==> src/hw/pim_pkg.sv <==
// Package of constants and types for the peripheral interconnect matrix
package pim_pkg;

    // ------------------------------------------------------------
    // Route widths
    // ------------------------------------------------------------
    localparam int PIM_TIMERS      = 8;
    localparam int PIM_BLANKS      = 2;
    localparam int PIM_IR_FEEDS    = 2;
    localparam int PIM_COMPARATORS = 2;
    localparam int PIM_CONVERTERS  = 3;
    localparam int PIM_CAL_EVENTS  = 2;
    localparam int PIM_CLK_SOURCES = 6;
    localparam int PIM_PIN_TRIGS   = 4;
    localparam int PIM_MODE_BITS   = 3;

    // ------------------------------------------------------------
    // Power mode codes from the power controller
    // ------------------------------------------------------------
    localparam logic [2:0] PIM_CODE_RUN      = 3'h0;
    localparam logic [2:0] PIM_CODE_SLEEP    = 3'h1;
    localparam logic [2:0] PIM_CODE_LP_RUN   = 3'h2;
    localparam logic [2:0] PIM_CODE_LP_SLEEP = 3'h3;
    localparam logic [2:0] PIM_CODE_STOP0    = 3'h4;
    localparam logic [2:0] PIM_CODE_STOP1    = 3'h5;
    localparam logic [2:0] PIM_CODE_STOP2    = 3'h6;

    // ------------------------------------------------------------
    // Tracked power mode, one-hot
    // ------------------------------------------------------------
    typedef enum logic [6:0] {
        PIM_MODE_RUN      = 7'h01,
        PIM_MODE_SLEEP    = 7'h02,
        PIM_MODE_LP_RUN   = 7'h04,
        PIM_MODE_LP_SLEEP = 7'h08,
        PIM_MODE_STOP0    = 7'h10,
        PIM_MODE_STOP1    = 7'h20,
        PIM_MODE_STOP2    = 7'h40
    } pim_mode_type;

    localparam pim_mode_type PIM_MODE_RESET = PIM_MODE_RUN;

endpackage

==> src/hw/pim_gate_if.sv <==
// Interface carrying the tracked mode and the path enables
`timescale 1ns/1ns
interface pim_gate_if;
    import pim_pkg::*;

    pim_mode_type mode;
    logic         en_active;
    logic         en_full;
    logic         en_lp1;
    logic         en_lp2;

    modport decoder (
        input  mode,
        output en_active,
        output en_full,
        output en_lp1,
        output en_lp2
    );

    modport router (
        output mode,
        input  en_active,
        input  en_full,
        input  en_lp1,
        input  en_lp2
    );
endinterface

==> src/hw/pim_mode_gate.sv <==
// Decoder from tracked power mode to per-class path enables
`timescale 1ns/1ns
module pim_mode_gate (
    pim_gate_if.decoder gate
);
    import pim_pkg::*;

    // ------------------------------------------------------------
    // Enable classes
    // ------------------------------------------------------------
    always_comb begin
        gate.en_active = 1'b0;
        gate.en_full   = 1'b0;
        gate.en_lp1    = 1'b0;
        gate.en_lp2    = 1'b0;
        case (gate.mode)
            PIM_MODE_RUN, PIM_MODE_SLEEP: begin
                gate.en_active = 1'b1;
                gate.en_full   = 1'b1;
                gate.en_lp1    = 1'b1;
                gate.en_lp2    = 1'b1;
            end
            PIM_MODE_LP_RUN, PIM_MODE_LP_SLEEP: begin
                gate.en_active = 1'b1;
                gate.en_lp1    = 1'b1;
                gate.en_lp2    = 1'b1;
            end
            PIM_MODE_STOP0, PIM_MODE_STOP1: begin
                gate.en_lp1    = 1'b1;
                gate.en_lp2    = 1'b1;
            end
            PIM_MODE_STOP2: begin
                // Only the first low-power timer keeps its routes
                gate.en_lp1    = 1'b1;
            end
            default: begin
                // Unknown mode blocks everything
                gate.en_active = 1'b0;
            end
        endcase
    end

endmodule

==> src/hw/pim_matrix.sv <==
// Peripheral interconnect matrix gated by the system power mode
`timescale 1ns/1ns
module pim_matrix (
    // Clock and reset
    input  wire logic                                  i_clk,
    input  wire logic                                  i_reset,
    // Power mode
    input  wire logic [pim_pkg::PIM_MODE_BITS-1:0]     i_power_mode,
    // Timer sources
    input  wire logic [pim_pkg::PIM_TIMERS-1:0]        i_timer_trgo,
    input  wire logic [pim_pkg::PIM_BLANKS-1:0]        i_timer_blank,
    input  wire logic [pim_pkg::PIM_IR_FEEDS-1:0]      i_small_tim_oc,
    // Analog, calendar, clock and pin sources
    input  wire logic [pim_pkg::PIM_COMPARATORS-1:0]   i_comp_out,
    input  wire logic [pim_pkg::PIM_CONVERTERS-1:0]    i_adc_awd,
    input  wire logic                                  i_cal_event,
    input  wire logic [pim_pkg::PIM_CAL_EVENTS-1:0]    i_cal_alarm,
    input  wire logic [pim_pkg::PIM_CLK_SOURCES-1:0]   i_clk_src,
    input  wire logic                                  i_usb_sof,
    input  wire logic [pim_pkg::PIM_PIN_TRIGS-1:0]     i_pin_trig,
    // Fault sources
    input  wire logic                                  i_clk_fail,
    input  wire logic                                  i_hard_fault,
    input  wire logic                                  i_ram_parity,
    input  wire logic                                  i_flash_ecc,
    input  wire logic                                  i_pvd_event,
    input  wire logic                                  i_filter_fault,
    // Timer destinations
    output logic      [pim_pkg::PIM_TIMERS-1:0]        o_timer_sync,
    output logic      [pim_pkg::PIM_TIMERS-1:0]        o_xfer_trig,
    output logic      [pim_pkg::PIM_BLANKS-1:0]        o_comp_blank,
    output logic      [pim_pkg::PIM_IR_FEEDS-1:0]      o_ir_feed,
    output logic      [pim_pkg::PIM_COMPARATORS-1:0]   o_comp_timer,
    output logic      [pim_pkg::PIM_CONVERTERS-1:0]    o_awd_trig,
    output logic                                       o_cal_timer,
    output logic      [pim_pkg::PIM_CLK_SOURCES-1:0]   o_clk_meas,
    output logic                                       o_sof_trig,
    output logic      [pim_pkg::PIM_PIN_TRIGS-1:0]     o_pin_timer,
    output logic                                       o_break_adv,
    output logic                                       o_break_small,
    // Low-power timer destinations
    output logic      [pim_pkg::PIM_COMPARATORS-1:0]   o_comp_lp1,
    output logic      [pim_pkg::PIM_COMPARATORS-1:0]   o_comp_lp2,
    output logic      [pim_pkg::PIM_CAL_EVENTS-1:0]    o_cal_lp1,
    output logic      [pim_pkg::PIM_CAL_EVENTS-1:0]    o_cal_lp2,
    output logic      [pim_pkg::PIM_PIN_TRIGS-1:0]     o_pin_lp1,
    output logic      [pim_pkg::PIM_PIN_TRIGS-1:0]     o_pin_lp2
);
    import pim_pkg::*;

    // ------------------------------------------------------------
    // State
    // ------------------------------------------------------------
    typedef struct packed {
        pim_mode_type                  mode;
        logic [PIM_TIMERS-1:0]         tim_sync;
        logic [PIM_TIMERS-1:0]         xfer;
        logic [PIM_BLANKS-1:0]         blank;
        logic [PIM_IR_FEEDS-1:0]       ir;
        logic [PIM_COMPARATORS-1:0]    comp_tim;
        logic [PIM_CONVERTERS-1:0]     awd;
        logic                          cal_tim;
        logic [PIM_CLK_SOURCES-1:0]    clk_meas;
        logic                          sof;
        logic [PIM_PIN_TRIGS-1:0]      pin_tim;
        logic                          brk_adv;
        logic                          brk_small;
        logic [PIM_COMPARATORS-1:0]    comp_lp1;
        logic [PIM_COMPARATORS-1:0]    comp_lp2;
        logic [PIM_CAL_EVENTS-1:0]     cal_lp1;
        logic [PIM_CAL_EVENTS-1:0]     cal_lp2;
        logic [PIM_PIN_TRIGS-1:0]      pin_lp1;
        logic [PIM_PIN_TRIGS-1:0]      pin_lp2;
    } pim_state_type;

    pim_state_type state_q;
    pim_state_type state_d;
    logic          fault_any;

    pim_gate_if gate ();

    pim_mode_gate u_gate (
        .gate (gate.decoder)
    );

    assign gate.mode = state_q.mode;

    // Every fault source shares one break line per timer group
    assign fault_any = i_clk_fail | i_hard_fault | i_ram_parity
                     | i_flash_ecc | i_pvd_event | i_filter_fault
                     | (|i_comp_out);

    // ------------------------------------------------------------
    // Next state
    // ------------------------------------------------------------
    always_comb begin
        state_d = state_q;
        // Mode tracking; an unknown code keeps the last mode
        case (i_power_mode)
            PIM_CODE_RUN:      state_d.mode = PIM_MODE_RUN;
            PIM_CODE_SLEEP:    state_d.mode = PIM_MODE_SLEEP;
            PIM_CODE_LP_RUN:   state_d.mode = PIM_MODE_LP_RUN;
            PIM_CODE_LP_SLEEP: state_d.mode = PIM_MODE_LP_SLEEP;
            PIM_CODE_STOP0:    state_d.mode = PIM_MODE_STOP0;
            PIM_CODE_STOP1:    state_d.mode = PIM_MODE_STOP1;
            PIM_CODE_STOP2:    state_d.mode = PIM_MODE_STOP2;
            default:           state_d.mode = state_q.mode;
        endcase
        // Masking with the enable forces a blocked route low
        state_d.tim_sync  = i_timer_trgo & {PIM_TIMERS{gate.en_active}};
        state_d.xfer      = i_timer_trgo & {PIM_TIMERS{gate.en_active}};
        state_d.blank     = i_timer_blank & {PIM_BLANKS{gate.en_active}};
        state_d.ir        = i_small_tim_oc & {PIM_IR_FEEDS{gate.en_active}};
        state_d.comp_tim  = i_comp_out & {PIM_COMPARATORS{gate.en_active}};
        state_d.awd       = i_adc_awd & {PIM_CONVERTERS{gate.en_active}};
        state_d.cal_tim   = i_cal_event & gate.en_active;
        state_d.clk_meas  = i_clk_src & {PIM_CLK_SOURCES{gate.en_active}};
        state_d.sof       = i_usb_sof & gate.en_full;
        state_d.pin_tim   = i_pin_trig & {PIM_PIN_TRIGS{gate.en_active}};
        state_d.brk_adv   = fault_any & gate.en_active;
        state_d.brk_small = fault_any & gate.en_active;
        state_d.comp_lp1  = i_comp_out & {PIM_COMPARATORS{gate.en_lp1}};
        state_d.comp_lp2  = i_comp_out & {PIM_COMPARATORS{gate.en_lp2}};
        state_d.cal_lp1   = i_cal_alarm & {PIM_CAL_EVENTS{gate.en_lp1}};
        state_d.cal_lp2   = i_cal_alarm & {PIM_CAL_EVENTS{gate.en_lp2}};
        state_d.pin_lp1   = i_pin_trig & {PIM_PIN_TRIGS{gate.en_lp1}};
        state_d.pin_lp2   = i_pin_trig & {PIM_PIN_TRIGS{gate.en_lp2}};
    end

    // ------------------------------------------------------------
    // Registers
    // ------------------------------------------------------------
    always_ff @(posedge i_clk) begin
        if (i_reset) begin
            state_q      <= '0;
            state_q.mode <= PIM_MODE_RESET;
        end else begin
            state_q <= state_d;
        end
    end

    // Registered outputs cost one cycle but stop mode glitches
    assign o_timer_sync  = state_q.tim_sync;
    assign o_xfer_trig   = state_q.xfer;
    assign o_comp_blank  = state_q.blank;
    assign o_ir_feed     = state_q.ir;
    assign o_comp_timer  = state_q.comp_tim;
    assign o_awd_trig    = state_q.awd;
    assign o_cal_timer   = state_q.cal_tim;
    assign o_clk_meas    = state_q.clk_meas;
    assign o_sof_trig    = state_q.sof;
    assign o_pin_timer   = state_q.pin_tim;
    assign o_break_adv   = state_q.brk_adv;
    assign o_break_small = state_q.brk_small;
    assign o_comp_lp1    = state_q.comp_lp1;
    assign o_comp_lp2    = state_q.comp_lp2;
    assign o_cal_lp1     = state_q.cal_lp1;
    assign o_cal_lp2     = state_q.cal_lp2;
    assign o_pin_lp1     = state_q.pin_lp1;
    assign o_pin_lp2     = state_q.pin_lp2;
endmodule

==> config.mk <==
export PLATFORM = sky130hd
export DESIGN_NAME = pim_matrix
export DESIGN_NICKNAME = d
export VERILOG_FILES = /design/src/hw/pim_pkg.sv /design/src/hw/pim_gate_if.sv /design/src/hw/pim_mode_gate.sv /design/src/hw/pim_matrix.sv
export SDC_FILE = /design/constraint.sdc
export NUM_CORES = 1
export LEC_CHECK = 0
export CORE_UTILIZATION = 55
export CTS_CLUSTER_DIAMETER = 100
export CTS_CLUSTER_SIZE = 40
export DETAILED_ROUTE_END_ITERATION = 8
export DONT_BUFFER_PORTS = 1
export MAX_ROUTING_LAYER = met4
export PLACE_DENSITY = 0.7
export SYNTH_ARGS = -nofsm -noshare
export SYNTH_HDL_FRONTEND = slang
export SYNTH_SLANG_ARGS = --single-unit
==> constraint.sdc <==
create_clock -name i_clk -period 4.6 [get_ports i_clk]
set_clock_uncertainty 0.1 [all_clocks]
set_input_delay 0 -clock i_clk [delete_from_list [all_inputs] [get_ports i_clk]]
set_output_delay 0 -clock i_clk [all_outputs]
set_load 0.005 [all_outputs]
---- After elaboration in Yosys (flattened, before gate mapping) ----
Index checks and enable logic that the tools add are counted.
word-level totals
  bits in registers ....................... 53
  bits of input ports ..................... 42
  output and inout bits ................... 55
  word-level logic and storage cells ...... 64
cells by class
  equality and inequality tests ........... 13
  multiplexer cells ....................... 5
  bitwise logic cells ..................... 22
  reductions and logical operators ........ 7
operator list
  kind                count
  $pmux 7 s7          1
  $and 2x2->2         7
  $and 4x4->4         3
  $eq 3x3->1 const B  3
  $and 8x8->8         1
  $eq 7x1->1 const B  1
  $eq 7x2->1 const B  1
  $eq 7x3->1 const B  1
  $eq 7x4->1 const B  1
  $eq 7x5->1 const B  1
  $eq 7x6->1 const B  1
  $eq 7x7->1 const B  1
  $reduce_bool 7->1   1
  $reduce_or 7->1     1
  $and 6x6->6         1
  $eq 3x2->1 const B  2
  $or 1x1->1          6
  $reduce_or 6->1     1
  $mux 1              4
  $reduce_or 2->1     2
  $reduce_or 4->1     1
  $and 1x1->1         3
  $and 3x3->3         1
  $eq 3x1->1 const B  1
  $logic_not 3->1     1

---- Depth between registers and ports, before layout ----
Gate-level depths: netlist of the first run.
  depth after elaboration ................. 7
  depth in mapped cells ................... 6
  gate-level depth less buffers ........... 4

---- Modules after synthesis ----
Synthesis of the first run repeated with hierarchy kept, for this count alone.
unflattened totals
  cells, all modules ...................... 166
  area, all modules ....................... 1816.7 um^2
by module, submodules not included
  module         times used  cells each  area an instance (um^2)  seq. area each (um^2)
  pim_matrix     1           139         1635.3                   1061.0
  pim_mode_gate  1           27          181.4                    0.0

---- Worst setup path after synthesis of the first run ----
No wires, ideal clock.
  kind .................................... register to register
  from .................................... register, netlist name gate.mode[1]
  to ...................................... register state_q (netlist bit o_cal_lp1[0])
  library setup time ...................... 0.065 ns
  arrival ................................. 1.370 ns
  required time ........................... 4.435 ns
  path slack .............................. 3.064 ns
  cell stages (with the launch flop) ...... 5
  path buffers ............................ 0
  period minus slack after synthesis ...... 1.536 ns
  cell sequence ........................... dfxtp_1 -> or4_4 -> nor4b_2 -> a211oi_2 -> nor2_1
on the way
  word-level cells in the longest chain between the ends .. 4
  elaborated cells on any way between the ends .. 10
  those cells by class .................... eq/ne: 7; mux: 1; bitwise: 1; reduce/logical: 1
RTL lines
  element                                   line                 text
  $eq 7x7->1, or another cell as far along  pim_mode_gate.sv:16  case (gate.mode)
  $reduce_or 7->1 (no source line) (*)      -
  $mux 1 (*)                                pim_mode_gate.sv:16
  $and 2x2->2 (*)                           pim_matrix.sv:124    state_d.cal_lp1 = i_cal_alarm & {PIM_CAL_EVENTS{gate.en_lp1}};
  end signal: assignment                    pim_matrix.sv:138    state_q <= state_d;
  end: declaration                          pim_matrix.sv:76     pim_state_type state_q;
Every way passes the cells marked *; elsewhere a longest branch is shown, timed or not.
A chain may end at the register's enable or synchronous reset.

---- Final worst setup path of the first run ----
  from .................................... register, netlist name gate.mode[4]
  to ...................................... register state_q (netlist bit o_break_small)
on the way
  word-level cells in the longest chain between the ends .. 4
  elaborated cells on any way between the ends .. 7
  those cells by class .................... eq/ne: 4; mux: 1; bitwise: 1; reduce/logical: 1
RTL lines
  element                                   line                 text
  $eq 7x1->1, or another cell as far along  pim_mode_gate.sv:16
  $reduce_or 4->1 (no source line) (*)      -
  $mux 1 (*)                                pim_mode_gate.sv:16
  $and 1x1->1 (*)                           pim_matrix.sv:121    state_d.brk_small = fault_any & gate.en_active;
Marks and branches as above.

==> summary.md, run 1 <==
The run finished with clean final reports. Of the total power, the share spent switching nets is 24.2%. Once detailed placement completed, the half-perimeter wirelength came to 2120 um.

The combinational family with the most area after synthesis is simple AND/OR/NAND/NOR gates. By area the synthesized netlist is led by sky130_fd_sc_hd__dfxtp_1 (61%), sky130_fd_sc_hd__and3_1 (9.0%), sky130_fd_sc_hd__nor2_1 (4.5%). Maximum level of the CTS H-tree: 2. The share of total power dissipated in combinational logic is 10.9%.

The area share of fa/ha/maj cells after synthesis works out to 0%. The simple-gate share of the synthesized area is 26.3%. The clock root buffer was sky130_fd_sc_hd__clkbuf_4.

The run gives 0 as the global-route congestion overflow total. The worst setup path is of the flip-flop to flip-flop kind. The tools report the final number of hold-violating endpoints as 0. By count the netlist is led by sky130_fd_sc_hd__dfxtp_1 (53), sky130_fd_sc_hd__and3_1 (25), sky130_fd_sc_hd__nor2_1 (21), sky130_fd_sc_hd__nand2b_1 (10), sky130_fd_sc_hd__buf_4 (9).

In this run the worst path has a maximum fanout of 27. The logs give 0 for the number of antenna violations at the first check in global routing and 24.3% for the portion of total power attributed to the clock network. After synthesis, flip-flops and latches occupy 61.2% of the total area. The logs give 28 for the number of library cell types mapped by synthesis and 192 for the count of placed standard cells including taps. Cells fill 71.3% of the core in the end. Setup repair after global routing left no endpoint under its margin.

The worst setup path is launched from a flip-flop. The weighted congestion reported at the end of routability-driven placement is 0.817, and the initial cell density of the core is 57.2%. The die covers 3380 um2. The mapped netlist covers 1730 um2. The number of ports placed on the die boundary is 97, and the total wirelength of the detailed-routed design is 3690 um. For the area of the core, the log shows 3030 um2.

The tools report the count of TritonRoute iterations in the first routing pass as 4. The xor/xnor share of the synthesized area came out at 1.01%. Measured against its own limit, the worst slew margin works out to 28.8%. Summing the areas of all compound-gate instances in the mapped netlist gives 5.20% of the synthesized area.

In the global route stage, met2 resource usage came out at 40.2%. After clock tree synthesis, the clock-pin slew on the worst setup and hold paths is 140 ps. The portion of synthesized area spent on multiplexers is 0%.

The smallest clock period supported by the final layout is computed as 2330 ps. The longest individual stage delay on the worst path was 950 ps. The count of buffers added on input and output ports is 0. The cell count after synthesis came out at 165. The total negative slack for setup checks was 0 ps. Across the VDD grid, the largest voltage drop is 0.214 mV. After synthesis, the share of flip-flops with an asynchronous set or reset is 0%. Summing internal, switching and leakage power gives 780 uW.

The count of state elements after synthesis is 53. The top cell type by area accounts for 61.2% of the synthesized area. The max-slew violation total from the final report is 0, and the fraction of layout cells with a size suffix above 1 is 6.60%. For this design the total switching power over the nets is 189 uW. Summed over all instances, the cell type with the most area after synthesis is sky130_fd_sc_hd__dfxtp_1. Type of the worst min-delay path: input pin to flip-flop. TritonCTS built the clock tree. The routed length per placed instance works out to 15.3 um. Pre-CTS worst setup slack: 2730 ps. At the worst endpoint, the required time is 4810 ps.

For this run, the total global-route usage over all layers was measured as 23.5%. 0 antenna diodes ended up in the layout. Across all setup checks in the final design, the least slack found is 2270 ps. For this run, global-route usage on met1 was measured as 24.6%. Entering global routing, the biggest net connects 30 pins. In this run the vertical extent of the chip is 58.1 um. The tools report the number of sinks driven by the clock tree as 53.

In the global route stage, met3 resource usage came out at 7.37%. The endpoint type of the worst setup path was a flip-flop. After synthesis, the mean cell area works out to 10.5 um2.

The critical-path cell with the highest stage delay is sky130_fd_sc_hd__nor4_4. Derived from the worst setup path, the maximum achievable clock frequency is 430 MHz. The total clock buffers created by CTS was 5; the ratio of routed vias to standard cells was 5.24. For this run, design rule violations remaining after detail routing come to 0. The number of rows created at floorplan is 20. Count of max-cap constraint violations: 0. The primary flip-flop cell chosen by synthesis mapping is sky130_fd_sc_hd__dfxtp_1. Counting along the longest clock path gives a buffer depth of 2. The signal on the critical path passes through nor4_4, nand2_1, a21oi_1, dlygate4sd3_1. The later pin in the worst-skew pair is clocked with a latency of 350 ps.

The area growth from synthesis to layout is 24.5%. Internal power comes to 591 uW. For this block, the via count after detailed routing is 1,263. The most instantiated library cell after synthesis was sky130_fd_sc_hd__dfxtp_1.

Setup violations remaining at the end of the flow were counted as 0. The run gives 2530 ps as the arrival time of data at the critical path endpoint. The synthesis warning total came out at 0. Once layout is complete, the cells apart from fillers number 241. Among cell families on the critical path, the largest total delay comes from simple AND/OR/NAND/NOR gates. Sequential cells account for 64.9% of the total power.

In this run the most critical hold path is launched from i_timer_trgo[2]. For this design the static power due to leakage is 0.934 nW. From left edge to right edge, the die measures 58.1 um. On the final layout, the worst hold slack is 217 ps. The wire length of the first global-routing pass is 5730 um, and the power density normalized to cell area is 361 nW/um2. The most used routing layer was met2.

Once placement finished, the instance area stood at 1700 um2. Counting flops with a built-in enable in the synthesized netlist gives 0. The count of nets left with antenna violations once routing finished came out at 0. In this run the critical register-to-register path is launched from gate.mode[4].

The net count after synthesis is 207, and the transition time of the tightest slew-check pin is 1060 ps. In the final design database the tool counted 238 nets. The number of buffers and inverters on the critical path works out to 1. The number of DRC markers after the initial detailed-route iteration was 71; the final design area excluding fillers was 2160 um2.

The via count of the first global-routing pass is 1,230. The critical path starts at gate.mode[4]. The share of the clock period used by the worst path after layout works out to 50.6%.
-- power groups by stage --
| stage | Clock [mW] | Sequential (mW) | Combinational (mW) |
|---|---|---|---|
| 5_1_grt | 0.220 | 0.509 | 0.0935 |
| 3_3_place_gp | 0 | 0.515 | 0.0501 |
| 4_1_cts | 0.193 | 0.505 | 0.0828 |
| 2_1_floorplan | 0 | 0.510 | 0.0544 |
| 3_5_place_dp | 0 | 0.516 | 0.0519 |
| 6_report | 0.189 | 0.506 | 0.0848 |
-- what timing repair did --
action / in CTS / in global routing
hold buffers: 41 / 0
gates resized for setup: 0 / 0
setup buffers: 0 / 0
endpoints found under the hold margin: 53 / 0
-- logic make-up (layout without fill, tap and decap cells) --
logic type	count (synthesis)	in the layout
XOR/XNOR	2	2
buffers and inverters	19	51
flip-flops	53	53
AND/OR/NAND/NOR	79	79
AO/OA/AOI/OAI	12	12
-- worst reg2reg max path, delay by kind of cell (launching register included) --
| kind | cells | cell delay, ps |
|---|---|---|
| AND/OR/NAND/NOR | 2 | 1070 |
| AO/OA/AOI/OAI | 1 | 150 |
| flip-flops | 1 | 410 |
| buffers and inverters | 1 | 560 |
-- registers in the layout, summed over array words and instances (netlist names) --
register / cells
gate.mode: 7
o_awd_trig: 3
o_break_small: 1
o_cal_lp1: 2
o_cal_lp2: 2
o_cal_timer: 1
o_clk_meas: 6
o_comp_blank: 2
o_comp_lp1: 2
o_comp_lp2: 2
o_comp_timer: 2
o_ir_feed: 2
o_pin_lp1: 4
o_pin_lp2: 4
o_pin_timer: 4
o_sof_trig: 1
o_xfer_trig: 8
-- cell usage in the layout (no fill, tap or decap) --
cell / count
sky130_fd_sc_hd__a211o_2: 1
sky130_fd_sc_hd__a211oi_2: 2
sky130_fd_sc_hd__a21oi_1: 3
sky130_fd_sc_hd__a21oi_2: 1
sky130_fd_sc_hd__a41oi_1: 1
sky130_fd_sc_hd__and2_1: 1
sky130_fd_sc_hd__and3_1: 25
sky130_fd_sc_hd__and3b_1: 2
sky130_fd_sc_hd__and4_1: 1
sky130_fd_sc_hd__clkbuf_1: 2
sky130_fd_sc_hd__clkbuf_4: 5
sky130_fd_sc_hd__clkinvlp_4: 1
sky130_fd_sc_hd__dfxtp_1: 53
sky130_fd_sc_hd__dlygate4sd3_1: 41
sky130_fd_sc_hd__inv_1: 2
sky130_fd_sc_hd__nand2_1: 5
sky130_fd_sc_hd__nand2b_1: 10
sky130_fd_sc_hd__nand3_1: 3
sky130_fd_sc_hd__nor2_1: 21
sky130_fd_sc_hd__nor2b_1: 2
sky130_fd_sc_hd__nor3_1: 2
sky130_fd_sc_hd__nor4_1: 2
sky130_fd_sc_hd__nor4_4: 1
sky130_fd_sc_hd__nor4b_1: 2
sky130_fd_sc_hd__nor4b_2: 1
sky130_fd_sc_hd__o21ai_0: 3
sky130_fd_sc_hd__o31ai_1: 1
sky130_fd_sc_hd__or4_4: 1
sky130_fd_sc_hd__xor2_1: 2
-- path summary, 6_finish.rpt --
path,endpoint,slack [ps],cells past startpoint
max,o_break_small,2270,4
max reg2reg,o_break_small,2270,4
min reg2reg,gate.mode[0],580,2
min,o_xfer_trig[2],220,2
-- final cells by class --
| class | count | area [um2] |
|---|---|---|
| flip-flops and latches | 53 | 1060 |
| fillers | 213 | 870 |
| multi-input cells | 93 | 572 |
| repair buffers | 41 | 410 |
| well taps | 44 | 55.1 |
| clock buffers | 7 | 45.0 |
| clock inverters | 1 | 7.51 |
| inverters | 2 | 7.51 |
-- routing by layer --
| layer | part of all wire, % | routed length (um) |
|---|---|---|
| met5 | 0 | 0 |
| met1 | 38 | 1400 |
| met4 | 1.5 | 56 |
| met3 | 7.2 | 264 |
| met2 | 53 | 1970 |
Note: power is estimated with default switching activity, not from simulation.
==> run 2, diff against run 1 <==
--- a/config.mk
+++ b/config.mk
@@ -5,13 +5,13 @@
 export SDC_FILE = /design/constraint.sdc
 export NUM_CORES = 1
 export LEC_CHECK = 0
-export CORE_UTILIZATION = 55
+export CORE_UTILIZATION = 54
 export CTS_CLUSTER_DIAMETER = 100
 export CTS_CLUSTER_SIZE = 40
 export DETAILED_ROUTE_END_ITERATION = 8
 export DONT_BUFFER_PORTS = 1
 export MAX_ROUTING_LAYER = met4
-export PLACE_DENSITY = 0.7
+export PLACE_DENSITY = 0.72
 export SYNTH_ARGS = -nofsm -noshare
 export SYNTH_HDL_FRONTEND = slang
 export SYNTH_SLANG_ARGS = --single-unit
==> constraint.sdc (replaced) <==
create_clock -name i_clk -period 2.08 [get_ports i_clk]
set_clock_uncertainty 0.1 [all_clocks]
set_input_delay 0 -clock i_clk [delete_from_list [all_inputs] [get_ports i_clk]]
set_output_delay 0 -clock i_clk [all_outputs]
set_load 0.005 [all_outputs]
==> run 2 against run 1 <==
  * Non-clock buffer count up 7
  * Critical path depth is 1 higher
  * Sequential share of layout area is 1.2 points lower
  * Worst hold slack worse by 28 ps
  * Combinational power is 150% higher
  * Utilization rose by 1.2 points
  * Final area rose by 2.6%
  * Clock-buffer cell count down 2
  * First-iteration DRC count down 18%
==> summary.md, run 2 (synthesis gave the netlist of run 1 again) <==
The run finished with clean final reports. The number of ports placed on the die boundary is 97 (unchanged). The port buffer count came out at 0 (unchanged). The initial cell density of the core is 56.8% (-0.47 points).

The run gives 0.403 mV (+88%) as the maximum vdd ir drop. The die outline area came out at 3440 um2 (+1.8%). After detailed routing, no signal wire sits above met4. Met3 wire length: 235 um (-11%). Multi-input gate area in the final layout: 572 um2 (unchanged). The critical path required time came out at 2220 ps (-2590 ps). The critical path in this run is classified as flip-flop to flip-flop.

For the top achievable clock speed, the log shows 526 MHz (+22%). The total negative slack for setup checks is 0 ps (unchanged). The most common cell after layout, fill and taps aside was sky130_fd_sc_hd__dfxtp_1.

For the clock insertion delay at the later pin of the skew report, the log shows 360 ps (about the same). The net total in the final layout is 245 (+2.9%), and the arrival time of data at the critical path endpoint is 2040 ps (-490 ps). Max-slew violation total from the final report: 0 (unchanged). The number of rows created at floorplan came out at 20 (unchanged). The via count came out at 1,285 (+1.7%).

The logs give 5 (unchanged) for the total clock buffers created by CTS and 0 (unchanged) for the final-report setup violation count. The logs give 22.0% (-1.5 points) for the total routing usage reported by global routing and 1900 um (-3.5%) for the routed length on met2. Antenna diode count: 0 (unchanged). The path class of the tightest hold or removal check is input pin to flip-flop. The number of cells on the worst reg-to-reg path came out at 5 (+1). The endpoint type of the worst setup path is a flip-flop. The maximum level of the CTS H-tree is 2 (unchanged), and the width of the die is 58.7 um (+0.89%). The run gives 1060 um2 (unchanged) as the area used by sequential logic in the layout. In the layout the commonest cells are sky130_fd_sc_hd__dfxtp_1 (53), sky130_fd_sc_hd__dlygate4sd3_1 (41), sky130_fd_sc_hd__and3_1 (25), sky130_fd_sc_hd__nor2_1 (21), sky130_fd_sc_hd__nand2b_1 (10). From synthesis to final layout, the design area changed by 27.7%.

The die outline height is 58.7 um (+0.89%), and the largest net degree at the start of global routing is 19 (-37%). The share of the clock period used by the worst path after layout came out at 91.3% (+41 points). The run gives 195 (+1.6%) as the count of placed standard cells including taps. The tools report the count of TritonRoute iterations in the first routing pass as 4 (unchanged).

The worst hold path stage count works out to 2 (unchanged). For the post-layout utilization of the core, the log shows 72.5% (+1.2 points). The layout filler cell count was 234 (+9.9%). The run gives 0 (unchanged) as the number of antenna violations at the first check in global routing.

The highest net fanout along the worst path is 8 (-70%). The run gives 0 (unchanged) as the count of max-cap constraint violations. For the number of DRC markers after the initial detailed-route iteration, the log shows 58 (-18%). Half-perimeter wire length after placement: 2220 um (+4.8%). The critical path startpoint category was a flip-flop. The headroom to the max-slew limit was 61.2% (+32 points); the final number of hold-violating endpoints was 0 (unchanged).

The run gives 0 (unchanged) as the post-route antenna net violation count. The logs give 1,153 (-6.3%) for the via count of the first global-routing pass and 189 ps (-27.6 ps) for the hold slack. The number of resized instances in the post-cts repair step was 0 (unchanged); the count of unresolved DRC violations after routing was 0 (unchanged). The power density normalized to cell area is 795 nW/um2 (+120%). Clock tree buffer depth: 2 (unchanged). The transition time of the tightest slew-check pin came out at 581 ps (-480 ps). TritonCTS built the clock tree. The ratio of routed vias to standard cells came out at 5.18 (-1.1%).

The total wirelength of the detailed-routed design is 3650 um (-0.98%), and the weighted congestion reported at the end of routability-driven placement is 0.774 (-5.3%). Setup repair after global routing left no endpoint under its margin. The clock edge transition at the registers on the reported setup and hold paths works out to 140 ps (about the same). The global-route congestion overflow total came out at 0 (unchanged).

The routed length per placed instance was 14.7 um (-3.8%). The final non-filler cell total came out at 248 (+2.9%). The number of sinks driven by the clock tree is 53 (unchanged), and the flip-flop count of the largest register after layout is 8 (unchanged). Clock root buffer: sky130_fd_sc_hd__clkbuf_4. The tools report the area of the core as 3050 um2 (+0.83%).

The wire length on met1 is 1470 um (+5.2%). The fraction of layout cells with a size suffix above 1 was 10.8% (+4.2 points); the wire length of the first global-routing pass was 5330 um (-7.0%). The minimum clock period came out at 1900 ps (-427 ps). Leakage dissipation: 0.973 nW (+4.2%).
[run 2: cell count changes in the layout (fill, tap and decap cells not counted), sizes merged]
cell    before  now
clkbuf       7    5
buf          0    7
clkinv       0    2
[run 2: repair_timing]
item	4_1_cts	5_1_grt
endpoints found under the hold margin	53	0
setup endpoints to repair	0	1
setup buffers	0	4
hold buffers	41	0
[run 2: critical path: stages (launching register included)]
cell and delay, ps:
sky130_fd_sc_hd__dfxtp_1 390, sky130_fd_sc_hd__xor2_1 180, sky130_fd_sc_hd__a211o_2 360, sky130_fd_sc_hd__buf_4 160, sky130_fd_sc_hd__a211oi_2 500, sky130_fd_sc_hd__nor2_1 110
[run 2: routing by layer]
metal	GRT usage, %	vias up
met1	23.4	597
li1	-	626
met3	7.03	5
met2	37.9	57
met5	-	-
met4	8.84	0
[run 2: area by class of cell]
type | instances | share of cell area, %
multi-input cells | 93 | 25.8
well taps | 44 | 2.49
clock buffers | 5 | 1.70
inverters | 2 | 0.339
repair buffers | 48 | 20.9
clock inverters | 3 | 0.791
flip-flops and latches | 53 | 47.9
[run 2: worst paths after layout]
| path | startpoint | to | slack [ps] |
|---|---|---|---|
| setup / recovery | gate.mode[3] | o_pin_lp1[0] | 180 |
| hold / removal | i_timer_blank[0] | o_comp_blank[0] | 190 |
| setup reg to reg | gate.mode[3] | o_pin_lp1[0] | 180 |
| hold reg to reg | gate.mode[2] | o_sof_trig | 580 |
[run 2: metrics by stage]
stage	cell area, um2	setup slack, ps	total power [mW]
global route	2210	83.4	1.84
finish	2210	180	1.76
detailed placement	1720	248	1.27
floorplan	1730	544	1.25
CTS	2180	179	1.74
global placement	1720	384	1.26
[run 2: report_power, final]
group | internal, mW | leakage, nW | switching (mW)
logic | 0.115 | 0.508 | 0.0967
clock network | 0.128 | 0.0310 | 0.304
registers | 1.08 | 0.434 | 0.0413
total | 1.32 | 0.973 | 0.442
